File: config.mk
export PLATFORM = sky130hd
export DESIGN_NAME = lpf_matcher
export DESIGN_NICKNAME = d
export VERILOG_FILES = /design/src/design/lpf_pkg.sv /design/src/design/lpf_port_match.sv /design/src/design/lpf_flag_match.sv /design/src/design/lpf_matcher.sv
export SDC_FILE = /design/constraint.sdc
export NUM_CORES = 1
export LEC_CHECK = 0
export BUFFER_PORTS_ARGS = -buffer_cell sky130_fd_sc_hd__buf_2
export CORE_MARGIN = 4
export CORE_UTILIZATION = 65
export CTS_CLUSTER_DIAMETER = 120
export DETAILED_ROUTE_END_ITERATION = 16
export PLACE_DENSITY = 0.95
export RECOVER_POWER = 50
export SLEW_MARGIN = 20
export SYNTH_ARGS = -nofsm -noshare
export SYNTH_HDL_FRONTEND = slang
export SYNTH_HIERARCHICAL = 1
export SYNTH_SLANG_ARGS = --single-unit
export TNS_END_PERCENT = 100
File: constraint.sdc
create_clock -name clk -period 7.9 [get_ports clk]
set_input_delay 0.79 -clock clk [delete_from_list [all_inputs] [get_ports clk]]
set_output_delay 0.79 -clock clk [all_outputs]
set_load 0.05 [all_outputs]
File: src/design/lpf_pkg.sv
package lpf_pkg;
   // ****************************************
   // bus and map
   // ****************************************
   localparam int AXI_AW = 12;
   localparam logic [1:0] RESP_OKAY = 2'h0;
   localparam logic [1:0] RESP_SLVERR = 2'h2;
   localparam logic [11:0] ADDR_STATUS = 12'h000;
   localparam logic [11:0] ADDR_FRAMES = 12'h004;
   localparam logic [11:0] ADDR_ENTRY_BASE = 12'h010;
   localparam int ENTRY_STRIDE_SHIFT = 4;
   localparam logic [1:0] WORD_CTRL = 2'h0;
   localparam logic [1:0] WORD_FLAGS = 2'h1;
   localparam logic [1:0] WORD_SRC = 2'h2;
   localparam logic [1:0] WORD_DST = 2'h3;

   // ****************************************
   // entry field layout
   // ****************************************
   localparam int CTRL_W = 7;
   localparam int CTRL_EN_BIT = 0;
   localparam int CTRL_PROTO_LSB = 1;
   localparam int CTRL_SRC_LSB = 3;
   localparam int CTRL_DST_LSB = 5;
   localparam int FLAGS_W = 10;
   localparam int FLAG_CRIT_W = 2;
   localparam int NUM_FLAGS = 5;
   localparam int PORT_W = 16;
   localparam int BOUND_HI_LSB = 16;

   localparam logic [CTRL_W-1:0] CTRL_RESET = 7'h00;
   localparam logic [FLAGS_W-1:0] FLAGS_RESET = 10'h2aa;
   localparam logic [31:0] PORT_RESET = 32'hffff0000;

   // ****************************************
   // encodings
   // ****************************************
   localparam logic [1:0] PROTO_ANY = 2'h0;
   localparam logic [1:0] PROTO_TCP = 2'h1;
   localparam logic [1:0] PROTO_UDP = 2'h2;
   localparam logic [1:0] PMODE_ANY = 2'h0;
   localparam logic [1:0] PMODE_EXACT = 2'h1;
   localparam logic [1:0] PMODE_RANGE = 2'h2;
   localparam logic [1:0] FCRIT_CLEAR = 2'h0;
   localparam logic [1:0] FCRIT_SET = 2'h1;
   localparam logic [1:0] FCRIT_ANY = 2'h2;
   localparam logic [7:0] IPPROTO_TCP = 8'h06;
   localparam logic [7:0] IPPROTO_UDP = 8'h11;

   // tcp header flag bits as on the wire
   localparam int TFLAG_W = 6;
   localparam int TFLAG_FIN = 0;
   localparam int TFLAG_SYN = 1;
   localparam int TFLAG_PSH = 3;
   localparam int TFLAG_ACK = 4;
   localparam int TFLAG_URG = 5;
endpackage

File: src/design/lpf_port_match.sv
module lpf_port_match
   import lpf_pkg::*;
(
   // criterion
   input wire logic [1:0] mode,
   input wire logic [PORT_W-1:0] low_val,
   input wire logic [PORT_W-1:0] high_val,
   // frame
   input wire logic [PORT_W-1:0] port,
   // result
   output logic hit
);
   wire logic exact_ok = (port == low_val);
   // both bounds inclusive; low above high never hits
   wire logic range_ok = (port >= low_val) && (port <= high_val);

   assign hit = (mode == PMODE_ANY) ? 1'b1 :
                (mode == PMODE_EXACT) ? exact_ok :
                (mode == PMODE_RANGE) ? range_ok : 1'b0;
endmodule

File: src/design/lpf_flag_match.sv
module lpf_flag_match
   import lpf_pkg::*;
(
   // criteria, two bits per flag: fin syn psh ack urg
   input wire logic [FLAGS_W-1:0] crit,
   // frame flags in the same order
   input wire logic [NUM_FLAGS-1:0] flags,
   // result
   output logic hit
);
   logic [NUM_FLAGS-1:0] ok;

   always_comb begin
      for (int i = 0; i < NUM_FLAGS; i++) begin
         unique case (crit[i*FLAG_CRIT_W +: FLAG_CRIT_W])
            FCRIT_CLEAR: ok[i] = !flags[i];
            FCRIT_SET: ok[i] = flags[i];
            FCRIT_ANY: ok[i] = 1'b1;
            default: ok[i] = 1'b0;
         endcase
      end
   end

   assign hit = &ok;
endmodule

File: src/design/lpf_matcher.sv
// Functional notes
// - tcp flags and ports only for tcp entries
// - udp ports only for udp entries
// - source don't-care ignores source port
// - exact source: 16-bit value must equal
// - source range: port between held bounds
// - destination don't-care ignores destination port
// - exact destination: 16-bit value must equal
// - destination range: port between held bounds
// - fin criterion: clear, set or ignore
// - syn criterion: clear, set or ignore
// - psh criterion: clear, set or ignore
// - ack criterion: clear, set or ignore
// - urg criterion: clear, set or ignore
module lpf_matcher
   import lpf_pkg::*;
#(
   parameter int NUM_ENTRIES = 4
)
(
   // clock and reset
   input wire logic clk,
   input wire logic sys_rst,
   // axi4-lite write address
   input wire logic [AXI_AW-1:0] s_axi_awaddr,
   input wire logic [2:0] s_axi_awprot,
   input wire logic s_axi_awvalid,
   output logic s_axi_awready,
   // axi4-lite write data
   input wire logic [31:0] s_axi_wdata,
   input wire logic [3:0] s_axi_wstrb,
   input wire logic s_axi_wvalid,
   output logic s_axi_wready,
   // axi4-lite write response
   output logic [1:0] s_axi_bresp,
   output logic s_axi_bvalid,
   input wire logic s_axi_bready,
   // axi4-lite read address
   input wire logic [AXI_AW-1:0] s_axi_araddr,
   input wire logic [2:0] s_axi_arprot,
   input wire logic s_axi_arvalid,
   output logic s_axi_arready,
   // axi4-lite read data
   output logic [31:0] s_axi_rdata,
   output logic [1:0] s_axi_rresp,
   output logic s_axi_rvalid,
   input wire logic s_axi_rready,
   // parsed header from the ingress parser
   input wire logic hdr_valid,
   input wire logic [7:0] hdr_ip_proto,
   input wire logic [PORT_W-1:0] hdr_src_port,
   input wire logic [PORT_W-1:0] hdr_dst_port,
   input wire logic [TFLAG_W-1:0] hdr_tcp_flags,
   // per-entry result to the action logic
   output logic match_valid,
   output logic [NUM_ENTRIES-1:0] match_hit
);
   // ****************************************
   // helpers
   // ****************************************
   function automatic logic [31:0] merge_strb(input logic [31:0] old_v,
         input logic [31:0] new_v, input logic [3:0] strb);
      logic [31:0] r;
      r = old_v;
      for (int b = 0; b < 4; b++) begin
         if (strb[b]) begin
            r[b*8 +: 8] = new_v[b*8 +: 8];
         end
      end
      return r;
   endfunction

   // entry index of an address, valid only with entry_hit
   function automatic int entry_of(input logic [AXI_AW-1:0] a);
      logic [AXI_AW-1:0] off;
      off = a - ADDR_ENTRY_BASE;
      return int'(off >> ENTRY_STRIDE_SHIFT);
   endfunction

   function automatic logic entry_hit(input logic [AXI_AW-1:0] a);
      return (a >= ADDR_ENTRY_BASE) && (a[1:0] == 2'h0) &&
             (entry_of(a) < NUM_ENTRIES);
   endfunction

   function automatic logic [1:0] word_of(input logic [AXI_AW-1:0] a);
      return a[3:2];
   endfunction

   // ****************************************
   // entry storage
   // ****************************************
   logic [CTRL_W-1:0] ctrl_reg [NUM_ENTRIES];
   logic [FLAGS_W-1:0] flags_reg [NUM_ENTRIES];
   logic [31:0] src_reg [NUM_ENTRIES];
   logic [31:0] dst_reg [NUM_ENTRIES];
   logic [31:0] frames_reg;
   logic [NUM_ENTRIES-1:0] status_reg;

   // ****************************************
   // write channel
   // ****************************************
   logic aw_held_reg;
   logic w_held_reg;
   logic [AXI_AW-1:0] waddr_reg;
   logic [31:0] wdata_reg;
   logic [3:0] wstrb_reg;
   logic awready_reg;
   logic wready_reg;
   logic bvalid_reg;
   logic [1:0] bresp_reg;

   wire logic aw_take = s_axi_awvalid && awready_reg;
   wire logic w_take = s_axi_wvalid && wready_reg;
   wire logic do_write = aw_held_reg && w_held_reg && !bvalid_reg;
   wire logic b_done = bvalid_reg && s_axi_bready;
   wire logic waddr_entry = entry_hit(waddr_reg);
   wire logic waddr_ok = waddr_entry || (waddr_reg == ADDR_STATUS) ||
                         (waddr_reg == ADDR_FRAMES);
   wire logic bvalid_next = do_write || (bvalid_reg && !b_done);
   wire logic aw_held_next = aw_take || (aw_held_reg && !do_write);
   wire logic w_held_next = w_take || (w_held_reg && !do_write);
   wire logic awready_next = !aw_held_next && !bvalid_next;
   wire logic wready_next = !w_held_next && !bvalid_next;
   wire logic [31:0] wsel = 32'(entry_of(waddr_reg));
   wire logic [1:0] wword = word_of(waddr_reg);

   always_ff @(posedge clk) begin
      if (sys_rst) begin
         aw_held_reg <= 1'b0;
         w_held_reg <= 1'b0;
         awready_reg <= 1'b0;
         wready_reg <= 1'b0;
         bvalid_reg <= 1'b0;
         bresp_reg <= RESP_OKAY;
         waddr_reg <= '0;
         wdata_reg <= '0;
         wstrb_reg <= '0;
      end else begin
         aw_held_reg <= aw_held_next;
         w_held_reg <= w_held_next;
         awready_reg <= awready_next;
         wready_reg <= wready_next;
         bvalid_reg <= bvalid_next;
         if (aw_take) begin
            waddr_reg <= s_axi_awaddr;
         end
         if (w_take) begin
            wdata_reg <= s_axi_wdata;
            wstrb_reg <= s_axi_wstrb;
         end
         if (do_write) begin
            // status and counter are read-only but mapped: okay, ignored
            bresp_reg <= waddr_ok ? RESP_OKAY : RESP_SLVERR;
         end
      end
   end

   // a field value outside its encoding is stored as written and makes
   // its own test never pass, so a bad setting cannot widen the filter
   always_ff @(posedge clk) begin
      for (int i = 0; i < NUM_ENTRIES; i++) begin
         if (sys_rst) begin
            ctrl_reg[i] <= CTRL_RESET;
            flags_reg[i] <= FLAGS_RESET;
            src_reg[i] <= PORT_RESET;
            dst_reg[i] <= PORT_RESET;
         end else if (do_write && waddr_entry && wsel == i) begin
            unique case (wword)
               WORD_CTRL: ctrl_reg[i] <= CTRL_W'(merge_strb(
                  32'(ctrl_reg[i]), wdata_reg, wstrb_reg));
               WORD_FLAGS: flags_reg[i] <= FLAGS_W'(merge_strb(
                  32'(flags_reg[i]), wdata_reg, wstrb_reg));
               WORD_SRC: src_reg[i] <= merge_strb(src_reg[i], wdata_reg,
                  wstrb_reg);
               WORD_DST: dst_reg[i] <= merge_strb(dst_reg[i], wdata_reg,
                  wstrb_reg);
            endcase
         end
      end
   end

   // ****************************************
   // read channel
   // ****************************************
   logic arready_reg;
   logic rvalid_reg;
   logic [31:0] rdata_reg;
   logic [1:0] rresp_reg;

   wire logic ar_take = s_axi_arvalid && arready_reg;
   wire logic r_done = rvalid_reg && s_axi_rready;
   wire logic rvalid_next = ar_take || (rvalid_reg && !r_done);
   wire logic raddr_entry = entry_hit(s_axi_araddr);
   wire logic [31:0] rsel = raddr_entry ? 32'(entry_of(s_axi_araddr)) :
      32'h00000000;
   wire logic [1:0] rword = word_of(s_axi_araddr);
   wire logic [31:0] entry_rdata =
      (rword == WORD_CTRL) ? 32'(ctrl_reg[rsel]) :
      (rword == WORD_FLAGS) ? 32'(flags_reg[rsel]) :
      (rword == WORD_SRC) ? src_reg[rsel] : dst_reg[rsel];
   wire logic rd_status = (s_axi_araddr == ADDR_STATUS);
   wire logic rd_frames = (s_axi_araddr == ADDR_FRAMES);
   wire logic raddr_ok = raddr_entry || rd_status || rd_frames;
   wire logic [31:0] rdata_next =
      raddr_entry ? entry_rdata :
      rd_status ? 32'(status_reg) :
      rd_frames ? frames_reg : 32'h00000000;

   always_ff @(posedge clk) begin
      if (sys_rst) begin
         arready_reg <= 1'b0;
         rvalid_reg <= 1'b0;
         rdata_reg <= '0;
         rresp_reg <= RESP_OKAY;
      end else begin
         arready_reg <= !rvalid_next;
         rvalid_reg <= rvalid_next;
         if (ar_take) begin
            rdata_reg <= rdata_next;
            rresp_reg <= raddr_ok ? RESP_OKAY : RESP_SLVERR;
         end
      end
   end

   // ****************************************
   // matching
   // ****************************************
   wire logic is_tcp = (hdr_ip_proto == IPPROTO_TCP);
   wire logic is_udp = (hdr_ip_proto == IPPROTO_UDP);
   wire logic [NUM_FLAGS-1:0] frame_flags = {hdr_tcp_flags[TFLAG_URG],
      hdr_tcp_flags[TFLAG_ACK], hdr_tcp_flags[TFLAG_PSH],
      hdr_tcp_flags[TFLAG_SYN], hdr_tcp_flags[TFLAG_FIN]};
   logic [NUM_ENTRIES-1:0] hit_next;

   for (genvar g = 0; g < NUM_ENTRIES; g++) begin : g_entry
      wire logic en = ctrl_reg[g][CTRL_EN_BIT];
      wire logic [1:0] proto = ctrl_reg[g][CTRL_PROTO_LSB +: 2];
      wire logic [1:0] smode = ctrl_reg[g][CTRL_SRC_LSB +: 2];
      wire logic [1:0] dmode = ctrl_reg[g][CTRL_DST_LSB +: 2];
      logic src_ok;
      logic dst_ok;
      logic flag_ok;

      lpf_port_match u_src (
         .mode(smode),
         .low_val(src_reg[g][PORT_W-1:0]),
         .high_val(src_reg[g][BOUND_HI_LSB +: PORT_W]),
         .port(hdr_src_port),
         .hit(src_ok)
      );

      lpf_port_match u_dst (
         .mode(dmode),
         .low_val(dst_reg[g][PORT_W-1:0]),
         .high_val(dst_reg[g][BOUND_HI_LSB +: PORT_W]),
         .port(hdr_dst_port),
         .hit(dst_ok)
      );

      lpf_flag_match u_flags (
         .crit(flags_reg[g]),
         .flags(frame_flags),
         .hit(flag_ok)
      );

      // port and flag criteria are only looked at under the entry's own
      // protocol; an any-protocol entry carries no layer-4 test here
      wire logic tcp_ok = is_tcp && src_ok && dst_ok && flag_ok;
      wire logic udp_ok = is_udp && src_ok && dst_ok;
      assign hit_next[g] = en && ((proto == PROTO_ANY) ||
         (proto == PROTO_TCP && tcp_ok) ||
         (proto == PROTO_UDP && udp_ok));
   end

   // one cycle from header to result; the result holds until next header
   always_ff @(posedge clk) begin
      if (sys_rst) begin
         match_valid <= 1'b0;
         match_hit <= '0;
         status_reg <= '0;
         frames_reg <= '0;
      end else begin
         match_valid <= hdr_valid;
         if (hdr_valid) begin
            match_hit <= hit_next;
            status_reg <= hit_next;
            frames_reg <= frames_reg + 32'h00000001;
         end
      end
   end

   // ****************************************
   // outputs
   // ****************************************
   assign s_axi_awready = awready_reg;
   assign s_axi_wready = wready_reg;
   assign s_axi_bvalid = bvalid_reg;
   assign s_axi_bresp = bresp_reg;
   assign s_axi_arready = arready_reg;
   assign s_axi_rvalid = rvalid_reg;
   assign s_axi_rdata = rdata_reg;
   assign s_axi_rresp = rresp_reg;
endmodule

-- Word level (Yosys, flattened, before mapping)
Memories as Yosys holds them, arrays and structs flattened.
Index checks and enable logic that the tools add are counted.
- add/sub/neg operators: 3
- $lt $le $gt $ge: 20
- equality and inequality tests: 84
- multiplexer cells: 299
- bitwise operators: 16
- reduce and logical (&&, ||, !) cells: 134
- operators with widths (operator ; number):
    2-to-1 mux 8 bit ; 144
    2-to-1 mux 32 bit ; 14
    2-to-1 mux 7 bit ; 20
    == test 16 bit ; 8
    greater-or-equal comparator 16 bit ; 8
    <= comparator 16 bit ; 8
    2-to-1 mux 1 bit ; 78
    zero test 2 bit ; 36
    == test 2 bit (second input constant) ; 35
    == test 2 x 1 -> 1 bit (second input constant) ; 34
    logical AND 1 bit ; 62
    one-hot mux 1 bit (3 select lines) ; 20
    2-to-1 mux 10 bit ; 4
    2-to-1 mux 2 bit ; 19
    adder 32 x 1 -> 32 bit (second input constant) ; 1
    zero test 32 bit ; 1
    == test 12 x 3 -> 1 bit (second input constant) ; 2
    greater-or-equal comparator 12 x 5 -> 1 bit (second input constant) ; 2
    zero test 12 bit ; 2
    subtractor 12 x 5 -> 12 bit (second input constant) ; 2
    AND reduction 5 bit ; 4
    == test 8 x 2 -> 1 bit (second input constant) ; 2
    logical OR 1 bit ; 16
    less-than comparator 8 x 3 -> 1 bit (second input constant) ; 2
    5 further kinds ; 32
- bits in registers: 128
- RAM bits: 324
- memories: 4
- memory list (name ; words ; width ; rd ports ; clocked after memory_dff ; wr ports ; line ; source):
    dst_reg ; 4 ; 32 ; 5 ; 0 ; 4 ; lpf_matcher.sv:95 ; logic [31:0] dst_reg [NUM_ENTRIES];
    src_reg ; 4 ; 32 ; 5 ; 0 ; 4 ; lpf_matcher.sv:94 ; logic [31:0] src_reg [NUM_ENTRIES];
    flags_reg ; 4 ; 10 ; 5 ; 0 ; 4 ; lpf_matcher.sv:93 ; logic [FLAGS_W-1:0] flags_reg [NUM_ENTRIES];
    ctrl_reg ; 4 ; 7 ; 5 ; 0 ; 4 ; lpf_matcher.sv:92 ; logic [CTRL_W-1:0] ctrl_reg [NUM_ENTRIES];

-- Logic depth before layout (Yosys ltp)
An unclocked memory read counts as a cell.
- depth in word-level cells: 13
- gate-level depth with buffers: 15

-- Modules after synthesis
Netlist, hierarchy kept.
- modules (own cells, without submodules) (module ; times used ; cells an instance ; area each (um2)):
    lpf_matcher ; 1 ; 1903 ; 20561.0
    lpf_port_match (g_entry[0].u_dst ...) ; 7 ; 116 ; 823.3
    lpf_port_match (g_entry[3].u_src) ; 1 ; 116 ; 827.0
    lpf_flag_match ; 4 ; 12 ; 135.1

-- Worst setup path after synthesis
No wires, ideal clock.
- kind: in2reg
- start point: in s_axi_araddr[4]
- end point: reg rdata_reg[6], in the netlist s_axi_rdata[6]
- setup time: 0.128 ns
- arrival: 3.358 ns
- required time: 7.772 ns
- setup slack: 4.414 ns
- cell stages on the path: 14
- buffers on the path: 5
- path through: buf_2 -> clkinv_1 -> clkbuf_1 -> ha_1 -> buf_2 -> and3b_1 -> o311ai_4 -> nand2b_1 -> buf_6 -> buf_6 -> mux2i_1 -> o32ai_1 -> o32ai_1 -> a21oi_1
- longest elaborated chain between the ends: 9
- elaborated cells between the ends (all ways): 18
- classes of those cells: add/sub: 1; order compare: 2; eq/ne: 1; mux: 7; reduce/logical: 3; memory: 4
- ends and longest elaborated chain (element ; line ; source):
    from (decl) ; lpf_matcher.sv:39 ; input wire logic [AXI_AW-1:0] s_axi_araddr,
    subtractor 12 x 5 -> 12 bit / greater-or-equal comparator 12 x 5 -> 1 bit (equally long branches) ; lpf_matcher.sv:76, lpf_matcher.sv:81 ;
    less-than comparator 8 x 3 -> 1 bit / logical AND 1 bit (equally long branches) ; lpf_matcher.sv:82, lpf_matcher.sv:81 ;
    logical AND 1 bit ; lpf_matcher.sv:81 ; return (a >= ADDR_ENTRY_BASE) && (a[1:0] == 2'h0) &&
    2-to-1 mux 2 bit ; lpf_matcher.sv:194 ; wire logic [31:0] rsel = raddr_entry ? 32'(entry_of(s_axi_araddr)) :
    memory read (4 x 32 bit) (on tied branches) ; n/a ;
    2-to-1 mux 32 bit ; lpf_matcher.sv:200 ; (rword == WORD_SRC) ? src_reg[rsel] : dst_reg[rsel];
    2-to-1 mux 32 bit ; lpf_matcher.sv:199 ; (rword == WORD_FLAGS) ? 32'(flags_reg[rsel]) :
    2-to-1 mux 32 bit ; lpf_matcher.sv:198 ; (rword == WORD_CTRL) ? 32'(ctrl_reg[rsel]) :
    2-to-1 mux 32 bit (*) ; lpf_matcher.sv:205 ; raddr_entry ? entry_rdata :
    to (signal assigned) ; lpf_matcher.sv:219 ; rdata_reg <= rdata_next;
    to (decl) ; lpf_matcher.sv:187 ; logic [31:0] rdata_reg;
Mark *: on every way between the ends. The rest lies on a longest branch, timed or not.
A chain may end at the register's enable or synchronous reset.

==> results.toml <==
[status]
status = "finished, violations left"
violations = "max-capacitance violations, max-slew violations"

[sta]
fin_tns_setup_ns = 0
setup_viol = 0
finalHoldViolCount = 0
max-slew-margin-rel_pct = -75.4
drv_slew = 200
period_needed_ns = 5.49
fin_skew_ns = 0.0140
tightest_slew_ns = 2.63
rsz0062_at_grt = "no"
whs_ns = 0.432
timing.fmax_ghz = 0.182
min_period_over_period_pct = 69.5

[cells_and_area]
multi_input_area_sq_um = 13800
drive_gt1_share_pct = 9.32
area_delta_synth_final_pct = 9.60
seqCellArea_sq_um = 12300
postLayoutCellArea_sq_um = 30400
fin_nets = 3344
fillers = 2868
instances_no_fill = 3543

[power]
pwr-share-clk_pct = 42.7
comb_power_share_pct = 10.2
p_per_area_nw_per_um2 = 186
p_int_mw = 4.21
p_sw_mw = 1.44
seqPwrFrac_pct = 47.1
ir_worst_vdd_uv = 160
p_leak_nw = 12.6
switching_share_pct = 25.4

[setup_path]
worstSetupEndpointType = "flip-flop"
worst_setup_path_start_kind = "input port"
path_max_fanout = 68
worstSetupPathType = "in -> reg"
arrival_ns = 5.80
cp.required_ns = 8.21

[global_route]
grt.total_usage_pct = 38.2
grt_pass1_wl_um = 135000
grt_start_max_net_pins = 69
antenna_found_initial = 0
grt_pass1_vias = 23600
grt_overflow = 0

[cts]
cts_root_buf = "clkbuf_16"
cts_tree = "done"
cts_hold_buf = 0
cts_buffers = 48
cts_resized = 0
cts_sinks = 450
cts_max_level = 2
clock_latency_ns = 0.60
cts_buffer_depth = 3
postCtsSetupBuffers = 0
path_clk_slew_ns = 0.06

[routing]
wirelength_um = 90800
drt-pass1-iter-count = 7
drc = 0
ant_nets = 0
vias = 24100
via_per_inst = 6.81
wire_per_inst_um = 25.6
drt_iter0_drc = 3784

[die]
die_h_um = 214
dieArea_sq_um = 46000
core_area_sq_um = 42000
initial_core_util_pct = 65.9
rows = 75
die_width_um = 214
io_pins = 166

[synthesis]
synth_ff_type = "edfxtp_1"
yosys_warnings = 6
postSynthCellCount = 2879
synth-edff-count = 324
ys_ff_latch = 450
async_reset_ff_share_pct = 0
synth_area_sq_um = 27700
avgSynthCellArea_sq_um = 9.62
synth_cell_types = 72
yosysSeqAreaShare_pct = 44.2

[worst_hold_path]
hold_class = "in -> reg"

[placed_design]
dp.cells = 3455
io_buffer_count = 156
gp_congestion = 1.06
dpl_cell_area_sq_um = 28800
dp_hpwl_um = 65200

[job]
cap_violations = 4
cell families (layout without fill, tap and decap cells):
kind of cell / Yosys count / after routing / synth area share, %
other cells: 1 / 3 / 0.0135
xor+xnor: 45 / 45 / 1.75
simple gates: 1052 / 1052 / 20.1
mux: 73 / 73 / 2.77
compound gates: 584 / 584 / 13.6
fa+ha+maj: 258 / 258 / 11.7
flops: 450 / 450 / 44.2
buf+inv: 416 / 539 / 5.89
area by class of cell:
class	instances	share of cell area, %
multi-input combinational	2014	45.5
inverter	264	3.27
tap	539	2.22
clock buffer	70	4.74
antenna	1	0.00825
timing repair buffer	188	3.10
sequential	450	40.4
clock inverter	17	0.771
cell usage in the layout, fill, tap and decap left out, types with 12 or more instances in the layout:
master,instances
edfxtp_1,324
nand2_1,286
inv_1,264
ha_1,258
a21oi_1,218
or3_1,162
nor2_1,148
dfxtp_1,126
and2_1,113
buf_2,110
o21ai_0,80
and2_0,68
nand3_1,65
mux2i_1,62
nand4_1,62
clkbuf_1,61
a21o_1,60
clkbuf_16,51
nor3_1,36
buf_4,26
a31oi_1,25
a221oi_1,23
nor2b_1,22
o22ai_1,21
o31a_1,21
xor2_1,20
a221o_1,19
a22oi_1,19
nand2b_1,18
a211oi_1,18
o211ai_1,17
nor4_1,14
and4_1,14
xnor2_1,13
nor2b_4,12
xnor2_2,12
synthesized netlist by cell type (13+ instances only):
cell	n	area, sq um
dfxtp_1	126	2520
and4_1	14	123
a21o_1	60	450
clkbuf_1	120	450
o22ai_1	21	131
or3_1	162	1010
xor2_1	20	175
nor2_1	148	556
nand2_1	287	1080
and2_1	181	1130
buf_2	14	70.1
a21oi_1	218	1090
inv_1	263	987
edfxtp_1	324	9730
ha_1	258	3230
a31oi_1	25	156
mux2i_1	62	621
nor2b_1	22	138
a221oi_1	23	201
nand3_1	65	325
nor3_1	36	180
o31a_1	21	184
a211oi_1	18	135
nand4_1	62	388
o21ai_0	80	400
o211ai_1	17	128
a221o_1	19	190
nor4_1	14	87.6
nand2b_1	19	119
a22oi_1	19	143
xnor2_1	13	114
path summary, 6_finish.rpt:
kind                                      start        endpoint  slack [ns]  depth (start not counted)
worst max-delay path                    sys_rst   src_reg[3][4]        2.41                          8
worst min-delay path            s_axi_wdata[23]   wdata_reg[23]        0.43                          3
worst min register to register     waddr_reg[0]    waddr_reg[0]        0.46                          2
worst max register to register     waddr_reg[3]  dst_reg[1][13]        4.06                          5
through the flow:
step	util [%]	setup slack (ns)	power, mW
2_1_floorplan	-	4.41	3.02
3_3_place_gp	68.4	3.21	3.22
3_5_place_dp	68.4	3.10	3.25
4_1_cts	72.4	3.67	5.61
5_1_grt	72.2	2.12	5.79
6_report	72.2	2.41	5.65
worst max-delay path, stage by stage:
cell and delay, ns:
clkbuf_1 1.40, clkbuf_1 1.95, nor2_1 0.07, nand2_1 0.18, buf_4 0.45, nor2_1 0.16, clkbuf_1 0.34, a21o_1 0.39
power by group through the flow:
stage / combinational, mW / sequential, mW / clock (mW)
final: 0.574 / 2.66 / 2.41
after global routing: 0.611 / 2.66 / 2.52
after CTS: 0.555 / 2.65 / 2.40
after detailed placement: 0.547 / 2.70 / 0
after global placement: 0.521 / 2.70 / 0
after floorplan: 0.319 / 2.70 / 0
layer usage:
| layer | GRT usage, % | routed length [um] |
|---|---|---|
| met2 | 57.4 | 38300 |
| met4 | 20.5 | 5990 |
| met3 | 11.3 | 14500 |
| met1 | 50.0 | 32000 |
| met5 | 0 | 0 |
Power figures use the tool's default switching activity.
